`config.mk`:
```
export PLATFORM = sky130hd
export DESIGN_NAME = bscrm_boot_select
export DESIGN_NICKNAME = d
export VERILOG_FILES = /design/src/design/bscrm_boot_select.v /design/src/design/bscrm_code_map.v
export VERILOG_INCLUDE_DIRS = /design/src /design/src/common
export SDC_FILE = /design/constraint.sdc
export NUM_CORES = 1
export LEC_CHECK = 0
export ABC_AREA = 1
export BUFFER_PORTS_ARGS = -buffer_cell sky130_fd_sc_hd__buf_2
export CORE_MARGIN = 3
export CORE_UTILIZATION = 43
export DETAILED_ROUTE_END_ITERATION = 10
export PLACE_DENSITY = 0.9
export RECOVER_POWER = 50
export SYNTH_ARGS = -nofsm -noshare
export SYNTH_HDL_FRONTEND = slang
export SYNTH_SLANG_ARGS = --single-unit
```
`constraint.sdc`:
```
create_clock -name sys_clk_i -period 1.7 [get_ports sys_clk_i]
set_clock_uncertainty 0.15 [all_clocks]
set_input_delay 0.17 -clock sys_clk_i [delete_from_list [all_inputs] [get_ports sys_clk_i]]
set_output_delay 0.17 -clock sys_clk_i [all_outputs]
set_load 0.05 [all_outputs]
```
`src/common/bscrm_defs.vh`:
```
// Constants for the boot selection and code-read map block.
// Assumes inclusion by bare name from design files; definitions only.
`ifndef BSCRM_DEFS_VH
`define BSCRM_DEFS_VH

`define BSCRM_FLASH_CONTROL_REG_HWBOOT     8'h00
`define BSCRM_FLASH_CONTROL_REG_NORMAL     8'hF0
`define BSCRM_PC_BOOT         16'hF800
`define BSCRM_PC_USER         16'h0000
`define BSCRM_BOOT_BASE       16'hF800
`define BSCRM_EXTRA_FLASH_ROW_MASK       16'h007F
`define BSCRM_VEC_NONE        8'hFF
`define BSCRM_VEC_LOW         8'h00
`define BSCRM_ADDR_ZERO       16'h0000
`define BSCRM_JUMP_SHIPPED    1'b0
`define BSCRM_FMOD_HI_BIT     7
`define BSCRM_FMOD_LO_BIT     6
`define BSCRM_FPS_BIT         3
`define BSCRM_MODE_USER       2'h0
`define BSCRM_MODE_EXTRA_FLASH_ROW       2'h1
`define BSCRM_MODE_HWBYTE     2'h2
`define BSCRM_MODE_ALT        2'h3

// Target space codes on the code-read decoder output
`define BSCRM_TGT_NONE        3'h0
`define BSCRM_TGT_USER        3'h1
`define BSCRM_TGT_BOOT        3'h2
`define BSCRM_TGT_EXTRA_FLASH_ROW        3'h3
`define BSCRM_TGT_HWBYTE      3'h4
`define BSCRM_TGT_EXT         3'h5
`define BSCRM_TGT_AVOID       3'h6

`endif

```
`src/design/bscrm_boot_select.v`:
```
// Boot selection at reset release plus the code-read map decoder.
// Assumes strap pins are synchronous to sys_clk_i and stable at release.
`timescale 1ns/10ps
`default_nettype none
`include "bscrm_defs.vh"

module bscrm_boot_select (
	input  wire        sys_clk_i,          // Core clock, 25 MHz
	input  wire        resetn_i,           // Sync reset, active low
	input  wire        strobe_pin_i,       // Program store strobe pin level
	output wire        strobe_pin_o,       // Strobe pin drive value
	output wire        strobe_pin_oe_o,    // Strobe pin drive enable
	input  wire        ext_access_pin_i,   // External access pin level
	input  wire        addr_latch_pin_i,   // Address latch pin (pulled high)
	input  wire        nv_jump_valid_i,    // Stored jump bit programmed
	input  wire        nv_jump_i,          // Stored loader jump select
	input  wire [7:0]  nv_vector_i,        // Stored user loader vector
	input  wire        strobe_run_i,       // Core strobe value after boot
	input  wire        flash_control_reg_we_i,          // Core writes flash control
	input  wire [7:0]  flash_control_reg_wdata_i,       // Flash control write data
	input  wire        boot_en_we_i,       // Core writes boot enable
	input  wire        boot_en_wdata_i,    // Boot enable write data
	input  wire        rd_req_i,           // Code read request
	input  wire [15:0] rd_addr_i,          // Code read address
	input  wire        exec_boot_i,        // Executing from boot flash
	input  wire        rollover_i,         // Execution rolled over
	output reg  [15:0] start_pc_o,         // Start address for the core
	output reg         start_valid_o,      // Start address loaded pulse
	output reg  [7:0]  flash_control_reg_o,// Flash control register
	output reg         boot_space_enable_o,// Boot space enable bit
	output reg         hw_boot_o,          // Hardware boot was taken
	output reg         loader_jump_select_o,// Jump bit as sampled
	output reg         user_loader_present_o,// User loader vector set
	output reg  [15:0] user_loader_addr_o, // User loader start address
	output wire        flash_page_select_o,// Page select bit
	output wire [2:0]  rd_target_o,        // Code read space
	output wire [15:0] rd_space_addr_o,    // Address in that space
	output wire        rd_valid_o          // Code read result valid
);

	reg         in_reset;
	reg         ext_exec;
	wire        hw_cond;
	wire        jump_bit;

	// Erased or unprogrammed storage reads as the shipped value
	assign jump_bit = nv_jump_valid_i ? nv_jump_i
		: `BSCRM_JUMP_SHIPPED;

	// Straps are sampled only on the cycle reset is released; the board
	// is free to change them at any other time while reset is low.
	assign hw_cond = !strobe_pin_i && ext_access_pin_i
		&& addr_latch_pin_i;

	// Pin stays undriven during reset so the board can pull it low.
	assign strobe_pin_o = strobe_run_i;
	assign strobe_pin_oe_o = !in_reset;
	assign flash_page_select_o = flash_control_reg_o[`BSCRM_FPS_BIT];

	always @(posedge sys_clk_i) begin
		if (!resetn_i) begin
			in_reset <= 1'b1;
			start_pc_o <= `BSCRM_PC_USER;
			start_valid_o <= 1'b0;
			flash_control_reg_o <= `BSCRM_FLASH_CONTROL_REG_NORMAL;
			boot_space_enable_o <= 1'b0;
			hw_boot_o <= 1'b0;
			loader_jump_select_o <= 1'b0;
			user_loader_present_o <= 1'b0;
			user_loader_addr_o <= `BSCRM_ADDR_ZERO;
			ext_exec <= 1'b0;
		end else if (in_reset) begin
			// First clocked cycle after release acts as the falling edge
			in_reset <= 1'b0;
			start_valid_o <= 1'b1;
			boot_space_enable_o <= jump_bit;
			loader_jump_select_o <= jump_bit;
			hw_boot_o <= hw_cond;
			ext_exec <= !ext_access_pin_i;
			user_loader_present_o <= (nv_vector_i != `BSCRM_VEC_NONE);
			user_loader_addr_o <= {nv_vector_i, `BSCRM_VEC_LOW};
			if (hw_cond) begin
				flash_control_reg_o <= `BSCRM_FLASH_CONTROL_REG_HWBOOT;
				start_pc_o <= `BSCRM_PC_BOOT;
			end else begin
				flash_control_reg_o <= `BSCRM_FLASH_CONTROL_REG_NORMAL;
				if (jump_bit)
					start_pc_o <= `BSCRM_PC_USER;
				else
					start_pc_o <= `BSCRM_PC_BOOT;
			end
		end else begin
			start_valid_o <= 1'b0;
			if (flash_control_reg_we_i)
				flash_control_reg_o <= flash_control_reg_wdata_i;
			if (boot_en_we_i)
				boot_space_enable_o <= boot_en_wdata_i;
		end
	end

	bscrm_code_map u_map (
		.sys_clk_i       (sys_clk_i),
		.resetn_i        (resetn_i),
		.rd_req_i        (rd_req_i),
		.rd_addr_i       (rd_addr_i),
		.exec_boot_i     (exec_boot_i),
		.exec_ext_i      (ext_exec || rollover_i),
		.flash_control_reg_i          (flash_control_reg_o),
		.boot_en_i       (boot_space_enable_o),
		.rd_target_o     (rd_target_o),
		.rd_space_addr_o (rd_space_addr_o),
		.rd_valid_o      (rd_valid_o)
	);

endmodule

`default_nettype wire

```
`src/design/bscrm_code_map.v`:
```
// Code-read space decoder: routes a constant-read address to a space.
// Assumes flash control and boot enable come from registered state.
`timescale 1ns/10ps
`default_nettype none
`include "bscrm_defs.vh"

module bscrm_code_map (
	input  wire        sys_clk_i,          // Core clock
	input  wire        resetn_i,           // Sync reset, active low
	input  wire        rd_req_i,           // Code read request
	input  wire [15:0] rd_addr_i,          // Data pointer address
	input  wire        exec_boot_i,        // Executing from boot flash
	input  wire        exec_ext_i,         // Executing externally
	input  wire [7:0]  flash_control_reg_i,             // Flash control register
	input  wire        boot_en_i,          // Boot space enable
	output reg  [2:0]  rd_target_o,        // Selected space
	output reg  [15:0] rd_space_addr_o,    // Address inside that space
	output reg         rd_valid_o          // Decode result valid
);

	reg  [2:0]  next_target;
	reg  [15:0] next_addr;
	wire [1:0]  mode;
	wire        hi_half;

	assign mode = {flash_control_reg_i[`BSCRM_FMOD_HI_BIT], flash_control_reg_i[`BSCRM_FMOD_LO_BIT]};
	assign hi_half = (rd_addr_i >= `BSCRM_BOOT_BASE);

	always @* begin
		next_target = `BSCRM_TGT_NONE;
		next_addr = rd_addr_i;
		if (exec_ext_i) begin
			// Only mode field low bit clear decodes externally
			if (!flash_control_reg_i[`BSCRM_FMOD_LO_BIT])
				next_target = `BSCRM_TGT_EXT;
		end else if (!exec_boot_i) begin
			case (mode)
			`BSCRM_MODE_USER, `BSCRM_MODE_ALT: begin
				if (boot_en_i && hi_half)
					next_target = `BSCRM_TGT_AVOID;
				else
					next_target = `BSCRM_TGT_USER;
			end
			`BSCRM_MODE_EXTRA_FLASH_ROW: begin
				next_target = `BSCRM_TGT_EXTRA_FLASH_ROW;
				next_addr = rd_addr_i & `BSCRM_EXTRA_FLASH_ROW_MASK;
			end
			`BSCRM_MODE_HWBYTE: begin
				next_target = `BSCRM_TGT_HWBYTE;
			end
			default: begin
				next_target = `BSCRM_TGT_NONE;
			end
			endcase
		end else if (boot_en_i) begin
			case (mode)
			`BSCRM_MODE_USER: begin
				if (hi_half)
					next_target = `BSCRM_TGT_BOOT;
				else
					next_target = `BSCRM_TGT_USER;
			end
			`BSCRM_MODE_EXTRA_FLASH_ROW: begin
				next_target = `BSCRM_TGT_EXTRA_FLASH_ROW;
				next_addr = rd_addr_i & `BSCRM_EXTRA_FLASH_ROW_MASK;
			end
			`BSCRM_MODE_HWBYTE: begin
				next_target = `BSCRM_TGT_HWBYTE;
			end
			`BSCRM_MODE_ALT: begin
				next_target = `BSCRM_TGT_USER;
			end
			default: begin
				next_target = `BSCRM_TGT_NONE;
			end
			endcase
		end else begin
			// Boot execution without enable: no space available
			next_target = `BSCRM_TGT_NONE;
		end
	end

	always @(posedge sys_clk_i) begin
		if (!resetn_i) begin
			rd_target_o <= `BSCRM_TGT_NONE;
			rd_space_addr_o <= `BSCRM_ADDR_ZERO;
			rd_valid_o <= 1'b0;
		end else begin
			rd_valid_o <= rd_req_i;
			if (rd_req_i) begin
				rd_target_o <= next_target;
				rd_space_addr_o <= next_addr;
			end
		end
	end

endmodule

`default_nettype wire

```
Word level (Yosys, flattened, before mapping):

Cells that the tools add are included.

* flip-flop bits (word level): 59
* output and inout port bits: 68
* word-level logic and storage cells: 51

* $lt $le $gt $ge: 1
* eq/ne operators: 4
* muxes and demuxes: 22
* reductions and logical operators: 11

Operator list (number)
* $mux 16: 6
* $mux 8: 3
* $ge 16x16->1 const B: 1
* $mux 3: 5
* $pmux 3 s4: 1
* $pmux 3 s3: 1
* $ne 8x8->1 const B: 1
* $mux 1: 5
* $eq 2x2->1 const B: 2
* $reduce_bool 2->1: 2
* $logic_and 1x1->1: 3
* $logic_not 1->1: 3
* $eq 2x1->1 const B: 1
* $logic_not 2->1: 1
* $mux 2: 1
* $reduce_or 2->1: 1
* $logic_or 1x1->1: 1

Depth between registers and ports, before layout:

Gate-level depths: netlist (run 1).

* depth after elaboration: 6
* gate-level depth with buffers: 9
* depth with buffers taken out: 9

Modules after synthesis:

A second synthesis (run 1) with hierarchy kept.

* cell total of the unflattened synthesis: 273
* area, all modules: 2025.7 µm²

Modules (own cells, without submodules)
* bscrm_boot_select: instances 1, cells an instance 145, area each 1093.5 µm², sequential area each 480.5 µm²
* bscrm_code_map: instances 1, cells an instance 128, area each 932.1 µm², sequential area each 400.4 µm²

Worst setup path after synthesis (run 1):

OpenSTA, ideal clock, no wires.

* path kind: register to register
* start point: register flash_control_reg_o[6]
* end point: register u_map.rd_target_o[2]
* library setup time: 70 ps
* arrival time: 1623 ps
* slack: -143 ps
* cell stages (with the launch flop): 10
* buffers on the path: 0
* clock period less this slack: 1843 ps
* cell sequence: dfxtp_1 > inv_1 > ha_1 > inv_1 > nor2_1 > nor2_1 > nand2_1 > nand2_1 > nand2_1 > a21oi_1

* longest elaborated chain between the ends: 5

Ends and longest elaborated chain
* start, declared: RTL line bscrm_boot_select.v:29 `output reg [7:0] flash_control_reg_o,`
* start signal, assigned: RTL line bscrm_boot_select.v:65 `` flash_control_reg_o <= `BSCRM_FLASH_CONTROL_REG_NORMAL; ``
* start signal, assigned: RTL line bscrm_boot_select.v:83 `` flash_control_reg_o <= `BSCRM_FLASH_CONTROL_REG_HWBOOT; ``
* start signal, assigned: RTL line bscrm_boot_select.v:86 `` flash_control_reg_o <= `BSCRM_FLASH_CONTROL_REG_NORMAL; ``
* $eq 2x2->1, or another cell as far along: RTL line bscrm_code_map.v:37, bscrm_code_map.v:56
* $pmux 3 s4 or $reduce_or 2->1 (tied branches): RTL line bscrm_code_map.v:56, bscrm_code_map.v:37
* $mux 3 or $pmux 3 s3 (tied branches): RTL line bscrm_code_map.v:55, bscrm_code_map.v:37
* $mux 3: RTL line bscrm_code_map.v:36 `end else if (!exec_boot_i) begin`
* $mux 3 *: RTL line bscrm_code_map.v:32 `if (exec_ext_i) begin`
* end signal, assigned: RTL line bscrm_code_map.v:85 `` rd_target_o <= `BSCRM_TGT_NONE; ``
* end signal, assigned: RTL line bscrm_code_map.v:91 `rd_target_o <= next_target;`
* end, declared: RTL line bscrm_code_map.v:16 `output reg [2:0] rd_target_o,`

Mark *: on every way between the ends. The rest lies on a longest branch, timed or not.
A chain may end at the register's enable or synchronous reset.

Final worst setup path (run 1):

* start point: register in_reset
* end point: output port strobe_pin_oe_o

* longest elaborated chain between the ends: 1

Ends and longest elaborated chain
* start, declared: RTL line bscrm_boot_select.v:41 `reg in_reset;`
* start signal, assigned: RTL line bscrm_boot_select.v:62 `in_reset <= 1'b1;`
* start signal, assigned: RTL line bscrm_boot_select.v:74 `in_reset <= 1'b0;`
* $logic_not 1->1: RTL line bscrm_boot_select.v:57 `assign strobe_pin_oe_o = !in_reset;`
* end, declared: RTL line bscrm_boot_select.v:12 `output wire strobe_pin_oe_o,`

No other way between the ends.

==> run_results.csv, run 1 <==
group,metric,value,unit
clocking,cts_tree,"built",
worst_setup_path,crit_path_max_incr_delay,0.47,ns
worst_setup_path,required,1.38,ns
status,status,"complete, no violations",
synthesis,synth_seq_cells,44,
clocking,root_buffer,"clkbuf_8",
worst_setup_path,endpoint_kind,"output port",
routing,drt-pass1-iter-count,4,
worst_hold_path,hold_path_class,"input pin to flip-flop",
clocking,cts.sinks,44,
layout,final_cell_mix,"buf_2, nand2_1, dfxtp_1",
sta,finalCriticalPeriod,1.59,ns
layout,insertedDiodeCount,0,
sta,relSlewSlack,41.8,%
routing,ant_nets,0,
global_route,antenna_found_initial,0,
worst_hold_path,worstHoldStart,"rd_addr_i[12]",
routing,vias,1992,
placement,place.gp.congestion,0.803,
floorplanning,start_util,45.0,%
clocking,cts_buffer_depth,2,
layout,area_delta_synth_final,38.5,%
synthesis,yosysWarningCount,0,
synthesis,ys_seq_area_share,44.7,%
placement,place.port_buffers,92,
layout,layout_commonest_cell,"buf_2",
sta,max_freq,0.630,GHz
floorplanning,die_w,73.7,um
clocking,cts_setup_buffers,0,
routing,wire_per_inst,12.3,um
clocking,cts.clk_slew.worst_paths,0.09,ns
worst_setup_path,startpoint_type,"flip-flop",
worst_setup_path,reg2reg_setup_slack,0.20,ns
sta,finalCritPeriodShare,93.4,%
worst_setup_path,critPathArrivalTime,1.27,ns
global_route,grt_pass1_wl,7.94,mm
sta,holdWs,0.00722,ns
global_route,first_global_vias,1854,
routing,vias_per_cell,4.78,
placement,post-dp-hpwl,3.64,mm
synthesis,synth_cells,248,
worst_setup_path,crit_fanout,9,
worst_setup_path,worst_r2r_path_depth,4,
worst_hold_path,hold_depth,3,
global_route,grt_usage,18.8,%
worst_setup_path,crit_buf_inv,2,
worst_setup_path,r2r-end,"flash_control_reg_o[6]$_SDFFE_PN1P_",
global_route,grt_overflow,0,
synthesis,synth.avg_cell_area,7.95,um^2
clocking,htree_levels,2,
routing,first_iter_violations,46,
sta,tightest_slew,0.873,ns
layout,nNetsFinal,415,
synthesis,synth_cell_types,29,
clocking,numCtsBuffers,5,
floorplanning,dieArea,5430,um^2
power,power_density,967,nW/um^2
layout,final_layout_size_suffix_gt1_share,24.7,%
floorplanning,std_cell_rows,24,
worst_hold_path,whs_endpoint,"u_map.rd_space_addr_o[12]$_SDFFE_PN0P_",
worst_setup_path,reg2reg_from,"in_reset$_DFF_P_",
worst_setup_path,crit_slowest_cell,"dfxtp_2",
routing,wirelength,5.14,mm
power,p_leak,1.36,nW
power,peakVddDrop,0.608,mV
sta,finalHoldViolations,0,
sta,setup_violations,0,
global_route,grt_start_max_net_pins,27,
sta,rsz0062_at_grt,"no",
worst_setup_path,path_class,"flip-flop to output port",
routing,drc,0,
sta,tns,0,ns
sta,slew_viol_final,0,
floorplanning,core,4380,um^2
clocking,insertion_delay,0.29,ns
worst_setup_path,crit_path_cell_trace,"clkinv_1 -> buf_2",
layout,post-route-util,62.3,%
flow_run,maxCapViolCount,0,
worst_setup_path,crit_family,"buffers and inverters",
synthesis,synth_area,1970,um^2
floorplanning,die-height,73.7,um
floorplanning,io_pins,114,
synth_stat cells:
library cell   n  area (um^2)
o211ai_4       1         21.3
nand2_1       43          161
nor3_2         1         10.0
nor2_1        19         71.3
dfxtp_1       44          881
o211ai_1       3         22.5
o21ai_1        2         10.0
inv_2          3         11.3
nand3b_1       1         7.51
o21ai_0       26          130
a21oi_1       21          105
nand4_1        1         6.26
inv_4          1         6.26
nand3_1       13         65.1
clkbuf_1       5         18.8
nor3_1         4         20.0
a21boi_0       1         7.51
inv_1         17         63.8
clkinv_1       1         3.75
o21a_1         1         7.51
ha_1           5         62.6
o21ai_4        1         16.3
buf_4         27          203
a22oi_1        1         7.51
conb_1         1         3.75
nor2_2         1         6.26
nor2_8         1         20.0
a22o_1         2         17.5
buf_2          1         5.00
how the worst max path moves through the flow:
stage	startpoint	endpoint	slack (ns)	depth (start not counted)
6_report	in_reset$_DFF_P_	strobe_pin_oe_o	0.11	2
4_1_cts	in_reset$_DFF_P_	strobe_pin_oe_o	0.11	2
3_5_place_dp	flash_control_reg_o[6]$_SDFFE_PN1P_	u_map.rd_target_o[2]$_SDFFE_PN0P_	0.23	9
3_3_place_gp	flash_control_reg_o[6]$_SDFFE_PN1P_	u_map.rd_target_o[2]$_SDFFE_PN0P_	0.27	9
2_1_floorplan	flash_control_reg_o[6]$_SDFFE_PN1P_	u_map.rd_target_o[2]$_SDFFE_PN0P_	0.08	9
5_1_grt	in_reset$_DFF_P_	strobe_pin_oe_o	0.03	2
sequential cells by signal, indices dropped and copies added (netlist names):
register / cells
boot_space_enable_o: 1
ext_exec: 1
flash_control_reg_o: 8
hw_boot_o: 1
in_reset: 1
loader_jump_select_o: 1
start_pc_o: 1
start_valid_o: 1
u_map.rd_space_addr_o: 16
u_map.rd_target_o: 3
u_map.rd_valid_o: 1
user_loader_addr_o: 8
user_loader_present_o: 1
kinds of logic (layout without fill, tap and decap cells):
logic type | after synthesis | count (layout) | synth area share (%)
simple gates | 84 | 84 | 18.7
fa+ha+maj | 5 | 5 | 3.17
compound gates | 59 | 59 | 17.5
buf+inv | 55 | 154 | 15.8
other cells | 1 | 19 | 0.190
flops | 44 | 44 | 44.7
final cells by class:
class                      count  area, um^2
multi-input combinational    167         836
timing repair buffer         124         746
inverter                      22        83.8
fill                         399        1650
tap                           52        65.1
sequential                    44         885
clock inverter                 3        46.3
clock buffer                   5        68.8
power breakdown:
part           internal, mW  switching (mW)  leakage [nW]
clock                 0.443           0.369        0.0548
combinational         0.179           0.511         0.937
sequential             1.10          0.0425         0.364
tightest hold or removal path, cell delays in order:
cell and delay (ns):
buf_2 0.11, nand2_1 0.07, a21oi_1 0.06
per-stage QoR:
stage	setup WS, ns	power, mW	instance area (um^2)	cells
2_1_floorplan	0.0784	1.70	2040	266
3_3_place_gp	0.272	1.80	2360	379
3_5_place_dp	0.229	1.81	2360	379
4_1_cts	0.108	2.68	2770	417
5_1_grt	0.0339	2.76	2730	417
6_report	0.112	2.64	2730	417
metal layers:
metal	up-vias	track usage [%]	part of all wire, %
met1	901	20.0	40
met4	0	4.43	0.47
met3	2	5.61	8.6
li1	999	-	-
met2	90	35.5	51
met5	-	0	0
repair_timing:
action / in CTS / in global routing
gates resized for setup: 1 / 0
hold buffers: 30 / 0
endpoints found under the setup margin: 1 / 0
hold endpoints to repair: 30 / 0
Note: power is estimated with default switching activity, not from simulation.
==> run 2, diff against run 1 <==
Settings changed: ABC_AREA 1 to default.
==> run 2 against run 1 <==
  * The flow now finishes with violations (negative hold slack)
  * Clock power decreased by 18%
  * Critical path depth up 4
  * Largest power group unchanged
  * Via count shrank 8.9%
==> run_results.csv, run 2 <==
group,metric,value,unit
status,violations,"negative hold slack",
synthesis,ys_seq_area_share,45.7,%
power,p_clk_share,26.9,%
sta,rsz0062_at_grt,"no",
global_route,antenna_found_initial,0,
worst_setup_path,crit_fanout,6,
worst_setup_path,endpoint_kind,"flip-flop",
sta,tightest_slew,0.946,ns
routing,wirelength,5.07,mm
power,power_density,915,nW/um^2
sta,finalCritPeriodShare,94.1,%
worst_hold_path,hold_path_class,"input pin to flip-flop",
routing,drc,0,
power,power.switching,855,uW
worst_setup_path,critPathArrivalTime,1.64,ns
synthesis,async_flop_share,0,%
clocking,cts.sinks,44,
floorplanning,start_util,46.2,%
layout,layout_commonest_cell,"buf_2",
synthesis,synth_seq_cells,44,
layout,area.sequential,888,um^2
floorplanning,core,4170,um^2
sta,max_freq,0.625,GHz
layout,final_layout_size_suffix_gt1_share,28.0,%
worst_setup_path,crit_slowest_cell,"dfxtp_4",
layout,multiInputGateArea,872,um^2
layout,fillers,354,
clocking,cts_buffer_depth,2,
power,switching_share,34.8,%
global_route,grt_overflow,0,
sta,finalHoldViolations,1,
synthesis,netlist.area_leader.share,45.7,%
placement,place.gp.congestion,0.786,
clocking,insertion_delay,0.29,ns
global_route,use_met3,4.27,%
worst_setup_path,path_class,"flip-flop to flip-flop",
routing,vias_per_cell,4.89,
synthesis,synth.avg_cell_area,9.50,um^2
synthesis,yosys_most_used_dff,"dfxtp_1",
sta,slew_viol_final,0,
synthesis,synth_edf_count,0,
sta,relSlewSlack,36.9,%
worst_setup_path,required,1.74,ns
clocking,cts.clk_slew.worst_paths,0.08,ns
routing,first_iter_violations,96,
global_route,first_global_vias,1770,
layout,largest_reg_flops,16,
floorplanning,std_cell_rows,23,
synthesis,synthTopCellsByArea,"dfxtp_1, mux2i_1, buf_4",
power,peakVddDrop,0.574,mV
placement,place.port_buffers,92,
sta,holdWs,-0.000208,ns
layout,area_delta_synth_final,39.5,%
routing,drt-pass1-iter-count,4,
routing,vias,1814,
synthesis,synth_cells,203,
power,p_int,1.61,mW
synthesis,synth_cell_types,34,
worst_setup_path,reg2reg_setup_slack,0.10,ns
global_route,globalRouteMet1Util,21.1,%
clocking,htree_levels,2,
synthesis,synth_top_area_cell,"dfxtp_1",
sta,tns,0,ns
synthesis,synth_commonest_cells,"dfxtp_1, nor2_1, buf_4, mux2i_1",
sta,setup_violations,0,
global_route,grt_pass1_wl,7.80,mm
synthesis,synth_most_common_cell,"dfxtp_1",
placement,placedCellCount,336,
placement,post-dp-hpwl,3.48,mm
layout,top_register,"u_map.rd_space_addr_o",
clocking,numCtsBuffers,5,
global_route,grt-busiest-layer,"met2",
layout,final_cell_mix,"buf_2, dfxtp_1, nor2_1",
worst_setup_path,startpoint_type,"flip-flop",
layout,nNetsFinal,371,
worst_setup_path,crit_path_cell_trace,"inv_1 -> ha_4 -> nand4b_1 -> o221ai_1 -> a31o_1 -> a21oi_1",
layout,stdcell_count,371,
synthesis,synth_area,1930,um^2
floorplanning,io_pins,114,
layout,insertedDiodeCount,0,
floorplanning,dieArea,5320,um^2
clocking,cts_tree,"built",
floorplanning,die_w,73.0,um
layout,reg_top3,"u_map.rd_space_addr_o (16), flash_control_reg_o (8), user_loader_addr_o (8)",
sta,finalCriticalPeriod,1.60,ns
power,p_leak,1.31,nW
floorplanning,die-height,73.0,um
flow_run,maxCapViolCount,0,
synthesis,yosysWarningCount,0,
status,status,"finished, violations left",
clocking,root_buffer,"clkbuf_8",
global_route,grt_usage,18.9,%
global_route,grtUsageMet2,34.4,%
power,pwr-share-seq,45.6,%
worst_setup_path,crit_path_max_incr_delay,0.37,ns
global_route,grt_start_max_net_pins,23,
routing,ant_nets,0,
power,pwr-share-comb,27.4,%
routing,wire_per_inst,13.7,um
run 2: cell types whose count changed in the layout (fill, tap and decap cells not counted), sizes merged, moves of 4 or more:
cell    change
mux2i      +23
a21oi      -16
nand3       -9
nand2      -34
a22oi       +8
o211ai      -4
nor3        -4
nor2       +12
buf         +4
o21ai      -21
inv        -13
run 2: cell type report:
cell class	count	area share [%]
Sequential cell	44	33.0
Clock inverter	2	0.372
Inverter	8	1.12
Clock buffer	6	3.07
Tap cell	50	2.33
Multi-Input combinational cell	136	32.4
Timing Repair Buffer	125	27.6
run 2: critical path, delay by kind of cell, from the launching register on:
kind	cells	cell delay (ns)
flip-flops	1	0.37
adder cells (fa/ha/maj)	1	0.23
AND/OR/NAND/NOR	1	0.19
AO/OA/AOI/OAI	3	0.41
buffers and inverters	1	0.14
run 2: repair_timing:
action,4_1_cts,5_1_grt
endpoints found under the hold margin,27,0
gates resized for setup,0,1
endpoints found under the setup margin,0,1
hold buffers,28,0
setup buffers,0,0
run 2: path summary, 6_finish.rpt:
kind,end,depth (start not counted),start
worst max-delay path,u_map.rd_target_o[0]$_SDFFE_PN0P_,6,flash_control_reg_o[6]$_SDFFE_PN1P_
worst min-delay path,u_map.rd_space_addr_o[13]$_SDFFE_PN0P_,3,rd_addr_i[13]
worst max register to register,u_map.rd_target_o[0]$_SDFFE_PN0P_,6,flash_control_reg_o[6]$_SDFFE_PN1P_
worst min register to register,hw_boot_o$_SDFFE_PN0P_,1,hw_boot_o$_SDFFE_PN0P_
run 2: kinds of logic after synthesis:
logic type / count (synthesis) / share of synthesized area (%)
buffers and inverters: 41 / 13.2
multiplexers: 24 / 12.5
other: 1 / 0.194
adder cells (fa/ha/maj): 5 / 3.24
AO/OA/AOI/OAI: 35 / 13.2
flip-flops: 44 / 45.7
AND/OR/NAND/NOR: 53 / 11.9
run 2: layer usage:
layer  up-vias  wire (um)  share of wire, %
met3        11        366               7.2
met4         0        103               2.0
li1        891          -                 -
met2        84       2710                53
met1       828       1890                37
met5         -          0                 0
run 2: metrics by stage:
step	area (um^2)	power, mW	utilization (%)	hold WS (ns)	setup WS, ns
global route	2690	2.56	64.4	-0.0127	0.00861
finish	2690	2.46	64.4	-0.000208	0.100
CTS	2730	2.48	65.5	0.000716	0.0848
global placement	2360	1.77	56.5	0.191	0.188
detailed placement	2360	1.78	56.5	0.191	0.123
floorplan	2020	1.67	-	0.119	0.0137
run 2: power by group through the flow:
stage / registers, mW / clock network, mW / logic (mW)
floorplan: 1.34 / 0 / 0.329
detailed placement: 1.15 / 0 / 0.633
global route: 1.13 / 0.715 / 0.716
global placement: 1.14 / 0 / 0.623
CTS: 1.12 / 0.679 / 0.683
finish: 1.12 / 0.663 / 0.675
